==> config.mk <==
export PLATFORM = sky130hd
export DESIGN_NAME = lac_loop_ctrl
export DESIGN_NICKNAME = d
export VERILOG_FILES = /design/src/design/lac_loop_ctrl.v
export VERILOG_INCLUDE_DIRS = /design/src /design/src/design
export SDC_FILE = /design/constraint.sdc
export NUM_CORES = 1
export LEC_CHECK = 0
export BUFFER_PORTS_ARGS = -buffer_cell sky130_fd_sc_hd__buf_2
export CAP_MARGIN = 20
export CORE_MARGIN = 4
export CORE_UTILIZATION = 50
export CTS_CLUSTER_SIZE = 8
export DETAILED_ROUTE_END_ITERATION = 16
export MAX_ROUTING_LAYER = met4
export PLACE_DENSITY_LB_ADDON = 0.05
export SYNTH_ARGS = -nofsm -noshare
export SYNTH_HDL_FRONTEND = slang
export SYNTH_SLANG_ARGS = --single-unit
==> constraint.sdc <==
create_clock -name core_clk -period 6.9 [get_ports core_clk]
set_input_delay 0.69 -clock core_clk [delete_from_list [all_inputs] [get_ports core_clk]]
set_output_delay 0.69 -clock core_clk [all_outputs]
set_load 0.01 [all_outputs]
==> src/design/lac_loop_regs.vh <==
// Register offsets, field positions, reset values and pacing counts for the
// loopback and all-ones control block.
// Assumes inclusion by the block's single design file.
`ifndef LAC_LOOP_REGS_VH
`define LAC_LOOP_REGS_VH

// Byte addresses of the APB registers.
`define LAC_CTRL_OFS      12'h000
`define LAC_STAT_OFS      12'h004

// Channel control register fields.
`define LAC_CTRL_LOCAL    0
`define LAC_CTRL_REMOTE   1
`define LAC_CTRL_AOS      2
`define LAC_CTRL_SIZE_LO  3
`define LAC_CTRL_SIZE_HI  4
`define LAC_CTRL_JA_TX    5
`define LAC_CTRL_DESYNC   6
`define LAC_CTRL_RST      7'h18

// Status register fields.
`define LAC_STAT_MODE_LO  0
`define LAC_STAT_MODE_HI  3
`define LAC_STAT_AOS      4
`define LAC_STAT_FILL_LO  5
`define LAC_STAT_FILL_HI  12
`define LAC_STAT_PRIMED   13

// Jitter attenuator sizes selected by the two-bit size field.
`define LAC_SIZE_16       2'h0
`define LAC_SIZE_32       2'h1
`define LAC_SIZE_128      2'h2
`define LAC_SIZE_OFF      2'h3

// Read pacing in core clock cycles per output bit, and the de-sync step count in output bits.
`define LAC_PACE_INIT     4'h2
`define LAC_PACE_MIN      4'h1
`define LAC_PACE_MAX      4'hF
`define LAC_DESYNC_STEP   4'hF

`endif

==> src/design/lac_loop_ctrl.v <==
// Loopback routing, all-ones generator and jitter attenuator for one line
// interface channel, with an APB register slave.
// Assumes line and system pins arrive asynchronously and are sampled on
// core_clk, which runs at least twice the fastest bit clock.
`timescale 1ns/1ps
`include "lac_loop_regs.vh"

module lac_loop_ctrl #(
	parameter JA_DEPTH = 128,
	parameter AW       = 7
) (
	// Clock, reset and clock enable
	input  wire        core_clk,
	input  wire        rstn,
	input  wire        ce,
	// APB slave
	input  wire        psel,
	input  wire        penable,
	input  wire        pwrite,
	input  wire [11:0] paddr,
	input  wire [31:0] pwdata,
	output wire        pready,
	output reg  [31:0] prdata,
	output wire        pslverr,
	// Hardware-mode control pins
	input  wire        host_mode,
	input  wire        local_loop_select,
	input  wire        remote_loop_select,
	input  wire        send_all_ones,
	// System transmit side
	input  wire        system_tx_clock,
	input  wire        tx_pos_data_in,
	input  wire        tx_neg_data_in,
	// Line receive side, after clock and data recovery
	input  wire        recovered_rx_clock,
	input  wire        line_rx_pos,
	input  wire        line_rx_neg,
	// Line transmit side
	output reg         tx_timing_clock,
	output reg         line_tx_pos,
	output reg         line_tx_neg,
	// System receive side
	output reg         rx_clock_out,
	output reg         rx_pos_data_out,
	output reg         rx_neg_data_out
);

	// ****************************************************************
	// Input synchronisers
	// ****************************************************************
	reg  [9:0] sync1;
	reg  [9:0] sync2;
	reg        sys_clk_d;
	reg        rx_clk_d;
	wire [9:0] pins;

	assign pins = {host_mode, local_loop_select, remote_loop_select,
		send_all_ones, system_tx_clock, tx_pos_data_in, tx_neg_data_in,
		recovered_rx_clock, line_rx_pos, line_rx_neg};

	always @(posedge core_clk or negedge rstn) begin
		if (!rstn) begin
			sync1     <= 10'h000;
			sync2     <= 10'h000;
			sys_clk_d <= 1'b0;
			rx_clk_d  <= 1'b0;
		end else if (ce) begin
			sync1     <= pins;
			sync2     <= sync1;
			sys_clk_d <= sync2[5];
			rx_clk_d  <= sync2[2];
		end
	end

	wire sys_stb = sync2[5] & ~sys_clk_d;
	wire sys_pos = sync2[4];
	wire sys_neg = sync2[3];
	wire lrx_stb = sync2[2] & ~rx_clk_d;
	wire lrx_pos = sync2[1];
	wire lrx_neg = sync2[0];

	// ****************************************************************
	// APB registers
	// ****************************************************************
	reg  [6:0] ctrl;
	wire       acc      = psel & penable & ce;
	wire       hit_ctrl = (paddr == `LAC_CTRL_OFS);
	wire       hit_stat = (paddr == `LAC_STAT_OFS);

	// Holding pready low while frozen keeps the master waiting.
	assign pready  = ce;
	assign pslverr = psel & penable & ~(hit_ctrl | hit_stat);

	always @(posedge core_clk or negedge rstn) begin
		if (!rstn) begin
			ctrl <= `LAC_CTRL_RST;
		end else if (acc && pwrite && hit_ctrl) begin
			ctrl <= pwdata[6:0];
		end
	end

	// ****************************************************************
	// Mode selection
	// ****************************************************************
	wire       in_host = sync2[9];
	wire       sel_loc = in_host ? ctrl[`LAC_CTRL_LOCAL]  : sync2[8];
	wire       sel_rem = in_host ? ctrl[`LAC_CTRL_REMOTE] : sync2[7];
	wire       aos     = in_host ? ctrl[`LAC_CTRL_AOS]    : sync2[6];
	wire       m_ana   = sel_loc & ~sel_rem;
	wire       m_dig   = sel_loc & sel_rem;
	wire       m_rem   = ~sel_loc & sel_rem;
	wire       m_nrm   = ~sel_loc & ~sel_rem;
	wire [1:0] ja_size = ctrl[`LAC_CTRL_SIZE_HI:`LAC_CTRL_SIZE_LO];
	wire       ja_on   = (ja_size != `LAC_SIZE_OFF);
	wire       ja_tx   = ja_on & ctrl[`LAC_CTRL_JA_TX];
	wire       ja_rx   = ja_on & ~ctrl[`LAC_CTRL_JA_TX];
	wire       desync  = ctrl[`LAC_CTRL_DESYNC];

	localparam [AW:0] LIM_16 = 16, LIM_32 = 32, LIM_MAX = JA_DEPTH;
	function [AW:0] lac_limit;
		input [1:0] size;
		begin
			case (size)
				`LAC_SIZE_16:  lac_limit = LIM_16;
				`LAC_SIZE_32:  lac_limit = LIM_32;
				default:       lac_limit = LIM_MAX;
			endcase
		end
	endfunction

	function [AW-1:0] lac_next;
		input [AW-1:0] ptr;
		input [AW:0]   lim;
		begin
			lac_next = ({1'b0, ptr} == lim - 1'b1) ? {AW{1'b0}}
				: ptr + 1'b1;
		end
	endfunction

	// ****************************************************************
	// Stream routing
	// ****************************************************************
	// A stream is a one-cycle bit strobe with a positive and negative rail.
	reg  ja_o_stb, ja_o_pos, ja_o_neg;
	reg  rxi_stb, rxi_pos, rxi_neg;
	reg  rxp_stb, rxp_pos, rxp_neg;
	reg  txp_stb, txp_pos, txp_neg;
	reg  txq_stb, txq_pos, txq_neg;
	reg  jai_stb, jai_pos, jai_neg;

	always @* begin
		// Receiver input: in analog loop the registered line drive is looped.
		if (m_ana) begin
			rxi_stb = tx_timing_clock;
			rxi_pos = line_tx_pos;
			rxi_neg = line_tx_neg;
		end else begin
			rxi_stb = lrx_stb & ~m_dig;
			rxi_pos = lrx_pos;
			rxi_neg = lrx_neg;
		end
		// Receive side after the attenuator when it sits there.
		if (ja_rx) begin
			rxp_stb = ja_o_stb;
			rxp_pos = ja_o_pos;
			rxp_neg = ja_o_neg;
		end else begin
			rxp_stb = rxi_stb;
			rxp_pos = rxi_pos;
			rxp_neg = rxi_neg;
		end
		// Transmit source before the attenuator.
		if (m_rem) begin
			txp_stb = rxp_stb;
			txp_pos = rxp_pos;
			txp_neg = rxp_neg;
		end else begin
			txp_stb = sys_stb;
			txp_pos = sys_pos;
			txp_neg = sys_neg;
		end
		// Attenuator input follows the selected path.
		if (ja_tx) begin
			jai_stb = txp_stb;
			jai_pos = txp_pos;
			jai_neg = txp_neg;
		end else begin
			jai_stb = rxi_stb;
			jai_pos = rxi_pos;
			jai_neg = rxi_neg;
		end
		// Transmit side after the attenuator when it sits there.
		if (ja_tx) begin
			txq_stb = ja_o_stb;
			txq_pos = ja_o_pos;
			txq_neg = ja_o_neg;
		end else begin
			txq_stb = txp_stb;
			txq_pos = txp_pos;
			txq_neg = txp_neg;
		end
	end

	// ****************************************************************
	// Jitter attenuator
	// ****************************************************************
	// An elastic store read at an adaptive pace. In de-sync mode the pace
	// moves only once every few bits, so gaps and pointer bursts are spread
	// out instead of passed on, at the price of slower tracking.
	reg  [1:0]    mem [0:JA_DEPTH-1];
	reg  [AW-1:0] wptr;
	reg  [AW-1:0] rptr;
	reg  [AW:0]   fill;
	reg           primed;
	reg  [3:0]    pace, pace_cnt, step_cnt;
	wire [AW:0]   limit = lac_limit(ja_size);
	wire          wr    = jai_stb & ja_on & (fill < limit);
	wire          rd    = primed & (pace_cnt == 4'h0)
		& (fill != {(AW+1){1'b0}});
	wire          adj   = ~desync | (step_cnt == 4'h0);

	always @(posedge core_clk) begin
		if (ce && wr) begin
			mem[wptr] <= {jai_pos, jai_neg};
		end
	end

	always @(posedge core_clk or negedge rstn) begin
		if (!rstn) begin
			wptr     <= {AW{1'b0}};
			rptr     <= {AW{1'b0}};
			fill     <= {(AW+1){1'b0}};
			primed   <= 1'b0;
			pace     <= `LAC_PACE_INIT;
			pace_cnt <= 4'h0;
			step_cnt <= 4'h0;
			ja_o_stb <= 1'b0;
			ja_o_pos <= 1'b0;
			ja_o_neg <= 1'b0;
		end else if (ce) begin
			ja_o_stb <= rd;
			if (wr) begin
				wptr <= lac_next(wptr, limit);
			end
			if (rd) begin
				ja_o_pos <= mem[rptr][1];
				ja_o_neg <= mem[rptr][0];
				rptr     <= lac_next(rptr, limit);
			end
			fill <= fill + {{AW{1'b0}}, wr} - {{AW{1'b0}}, rd};
			if (!ja_on) begin
				primed <= 1'b0;
			end else if (fill >= (limit >> 1)) begin
				primed <= 1'b1;
			end else if (fill == {(AW+1){1'b0}}) begin
				primed <= 1'b0;
			end
			if (rd || pace_cnt != 4'h0 || !primed) begin
				pace_cnt <= rd ? pace - 1'b1 : (primed ? pace_cnt - 1'b1
					: 4'h0);
			end
			if (rd) begin
				step_cnt <= (step_cnt == 4'h0) ? `LAC_DESYNC_STEP
					: step_cnt - 1'b1;
				if (adj && fill > (limit >> 1) && pace > `LAC_PACE_MIN) begin
					pace <= pace - 1'b1;
				end else if (adj && fill < (limit >> 2)
					&& pace < `LAC_PACE_MAX) begin
					pace <= pace + 1'b1;
				end
			end
		end
	end

	// ****************************************************************
	// Line transmit and all-ones generator
	// ****************************************************************
	reg aos_phase;

	always @(posedge core_clk or negedge rstn) begin
		if (!rstn) begin
			tx_timing_clock <= 1'b0;
			line_tx_pos     <= 1'b0;
			line_tx_neg     <= 1'b0;
			aos_phase       <= 1'b0;
		end else if (ce) begin
			if (m_dig) begin
				tx_timing_clock <= 1'b0;
				line_tx_pos     <= 1'b0;
				line_tx_neg     <= 1'b0;
			end else if (aos) begin
				tx_timing_clock <= sys_stb;
				if (sys_stb) begin
					line_tx_pos <= ~aos_phase;
					line_tx_neg <= aos_phase;
					aos_phase   <= ~aos_phase;
				end
			end else begin
				tx_timing_clock <= txq_stb;
				if (txq_stb) begin
					line_tx_pos <= txq_pos;
					line_tx_neg <= txq_neg;
				end
			end
		end
	end

	// ****************************************************************
	// System receive outputs
	// ****************************************************************
	always @(posedge core_clk or negedge rstn) begin
		if (!rstn) begin
			rx_clock_out    <= 1'b0;
			rx_pos_data_out <= 1'b0;
			rx_neg_data_out <= 1'b0;
		end else if (ce) begin
			if (m_dig) begin
				rx_clock_out <= sys_stb;
				if (sys_stb) begin
					rx_pos_data_out <= sys_pos;
					rx_neg_data_out <= sys_neg;
				end
			end else begin
				rx_clock_out <= rxp_stb;
				if (rxp_stb) begin
					rx_pos_data_out <= rxp_pos;
					rx_neg_data_out <= rxp_neg;
				end
			end
		end
	end

	// ****************************************************************
	// APB read data
	// ****************************************************************
	// The attenuator keeps all sizes, both paths and the extra de-sync mode.
	wire [31:0] stat = {18'h00000, primed, fill, aos,
		m_rem, m_dig, m_ana, m_nrm};

	always @(posedge core_clk or negedge rstn) begin
		if (!rstn) begin
			prdata <= 32'h00000000;
		end else if (ce && psel && !penable && !pwrite) begin
			prdata <= hit_ctrl ? {25'h0000000, ctrl} :
				(hit_stat ? stat : 32'h00000000);
		end
	end

endmodule // lac_loop_ctrl

==> results_dict.tcl <==
set metrics [dict create \
    status "finished, final reports clean" \
    yosys_most_used_dff "edfxtp_1" \
    holdBufCountCts 0 \
    pre_cts_slack_ns 2.57 \
    syn_area_sq_um 15600 \
    drt-vias-per-instance 5.84 \
    finalMaxSlewViolations 0 \
    startpoint_type "flop" \
    clock_skew_ns 0.0232 \
    clk_pin_slew_ns 0.05 \
    cts_setup_buffers 0 \
    clk_path_buf_depth 3 \
    critPathCaptureType "flop" \
    drv_cap 0 \
    synth_top_area_cell "edfxtp_1" \
    syn_inst 1115 \
    cts_tree "yes" \
    cts_root_buffer "clkbuf_16" \
    track_usage_pct 21.2 \
    total_leakage_power_nw 6.20 \
    required_ns 7.12 \
    nets 1254 \
    hold_class "in -> async" \
    vias 9200 \
    clock_latency_ns 0.55 \
    die-area_sq_um 34100 \
    cts_inserted_buffers 48 \
    yosysMostFrequentCell "edfxtp_1" \
    htreeDepth 2 \
    grt_pass1_wl_microns 54400 \
    ant_nets 0 \
    ir_drop_uv 287 \
    rsz0062_at_grt "false" \
    swShare_pct 29.7 \
    diodes 0 \
    fp-row-count 64 \
    sequentialPowerShare_pct 43.3 \
    grt-ovfl-total 0 \
    coreArea_sq_um 30700 \
    antenna_found_initial 0 \
    timing.setup.tns_ns 0 \
    dp.final_hpwl_microns 21300 \
    fillers 2494 \
    drt-total-wl_microns 34300 \
    p_int_mw 4.41 \
    drtIter0Drc 592 \
    clock.fmax_mhz 234 \
    p_comb_share_pct 23.6 \
    grt_pass1_vias 9556 \
    ios 100 \
    crit_fanout 18 \
    synth.top_cell.area_share_pct 49.3 \
    finalCritPeriodShare_pct 62.0 \
    final-hold-violation-count 0 \
    finalCriticalPeriod_ns 4.28 \
    reg2regPathDepth 9 \
    die_w_microns 185 \
    criticalPathCategory "reg -> reg" \
    wl_per_cell_microns 21.8 \
    dr.pass1.iters 4 \
    clock-sinks 344 \
    async_flop_share_pct 25.6 \
    synth_cell_types 72 \
    layout-drive-gt1-share_pct 19.8 \
    gp_congestion 0.795 \
    fin_total_pwr_mw 6.27 \
    postSynthAreaPerCell_sq_um 14.0 \
    arrival_ns 4.50 \
    ys_top_cells_by_count "edfxtp_1, nor2_1, dfrtp_1" \
    setup_viol 0 \
    grt_max_degree 103 \
    fin_ws_ns 2.62 \
    ys_ff_latch 344 \
    synthTopCellsByArea "edfxtp_1, dfrtp_1, mux4_2" \
    p_per_area_nw_per_um2 360 \
    p_clk_share_pct 33.1 \
    seq_area_frac_synth_pct 63.5 \
    synth_edf_count 256 \
    cts-resized-gates 0 \
    initial_core_util_pct 50.8 \
    post-route-drc-count 0 \
    die_height_microns 185 \
    p_switching_mw 1.86 \
    tightestPinTransition_ns 1.13 \
    yosysWarnings 0 \
    syn_to_final_growth_pct 11.8 \
    relSlewSlack_pct 24.7 \
    portBuffers 56 \
]
==> cell families (layout without fill, tap and decap cells) <==
logic type	Yosys count	count (layout)	share of synthesized area [%]
adder cells (fa/ha/maj)	29	29	2.38
other	1	18	0.0241
buffers and inverters	124	171	3.76
AO/OA/AOI/OAI	141	141	6.05
flip-flops	344	344	63.5
AND/OR/NAND/NOR	340	340	10.3
multiplexers	122	122	13.2
XOR/XNOR	14	14	0.787
==> flip-flops by register name, indices dropped and copies added, names as in the netlist, 4 cells and up <==
| signal | count |
|---|---|
| mem | 256 |
| prdata | 14 |
| sync1 | 10 |
| sync2 | 10 |
| fill | 8 |
| ctrl | 7 |
| rptr | 7 |
| wptr | 7 |
| pace | 4 |
| pace_cnt | 4 |
| step_cnt | 4 |
==> stage by stage <==
| step | cell area (sq um) | hold WS (ns) | util [%] | instances |
|---|---|---|---|---|
| 6_report | 17400 | 0.0406 | 56.8 | 1575 |
| 5_1_grt | 17400 | 0.0525 | 56.8 | 1575 |
| 4_1_cts | 17400 | 0.0256 | 56.8 | 1574 |
| 3_5_place_dp | 16100 | 0.462 | 52.5 | 1510 |
| 3_3_place_gp | 16100 | 0.464 | 52.5 | 1510 |
| 2_1_floorplan | 15700 | 0.394 | - | 1132 |
==> routing by layer <==
| metal | wire (microns) | share of wire [%] | global-route usage, % | vias up |
|---|---|---|---|---|
| li1 | - | - | - | 4260 |
| met3 | 1910 | 5.5 | 2.98 | 77 |
| met2 | 16900 | 49 | 34.9 | 247 |
| met1 | 14800 | 43 | 28.4 | 4616 |
| met4 | 782 | 2.3 | 5.00 | 0 |
| met5 | 0 | 0 | - | - |
==> placed cells by master (no fill, tap or decap), types with 17 or more instances in the layout <==
master / instances
a21oi_1: 24
a22o_1: 17
buf_2: 55
clkbuf_16: 48
conb_1: 18
dfrtp_1: 83
edfxtp_1: 256
ha_1: 28
inv_1: 37
mux2_2: 37
mux2i_1: 22
mux4_2: 63
nand2_1: 60
nand3_1: 26
nor2_1: 161
nor3_1: 17
o21ai_0: 35
==> area by class of cell <==
class / count / area [sq um] / share of cell area (%)
sequential: 344 / 9900 / 56.8
multi-input combinational: 664 / 5190 / 29.8
clock buffer: 62 / 1250 / 7.19
tap: 396 / 495 / 2.84
timing repair buffer: 69 / 400 / 2.30
inverter: 38 / 143 / 0.818
clock inverter: 2 / 50.0 / 0.287
==> worst max-delay path, stage by stage (launching register included) <==
cell     delay (ns)
dfstp_2        0.69
inv_1          0.16
nand2_1        0.16
ha_1           0.24
o31a_1         0.10
o31ai_1        0.25
o21ai_1        0.13
or4b_1         0.78
or4b_1         1.08
nor2_1         0.37
==> power groups by stage <==
stage	combinational [mW]	clock, mW	sequential, mW
6_report	1.48	2.07	2.72
3_5_place_dp	1.50	0	2.76
5_1_grt	1.66	2.21	2.75
2_1_floorplan	1.22	0	2.61
4_1_cts	1.51	2.13	2.72
3_3_place_gp	1.48	0	2.76
==> final timing paths <==
path / slack, ns / end / startpoint
max: 2.62 / mem[50][0]$_DFFE_PP_ / ctrl[4]$_DFFE_PN1P_
max in group asynchronous: 5.61 / rptr[0]$_DFFE_PN0P_ / rstn
max reg2reg: 2.62 / mem[50][0]$_DFFE_PP_ / ctrl[4]$_DFFE_PN1P_
min in group core_clk: 0.38 / sync1[4]$_DFFE_PN0P_ / tx_pos_data_in
min reg2reg: 0.47 / aos_phase$_DFFE_PN0P_ / aos_phase$_DFFE_PN0P_
min: 0.04 / sync1[5]$_DFFE_PN0P_ / rstn
(Power assumes the default switching activity.)
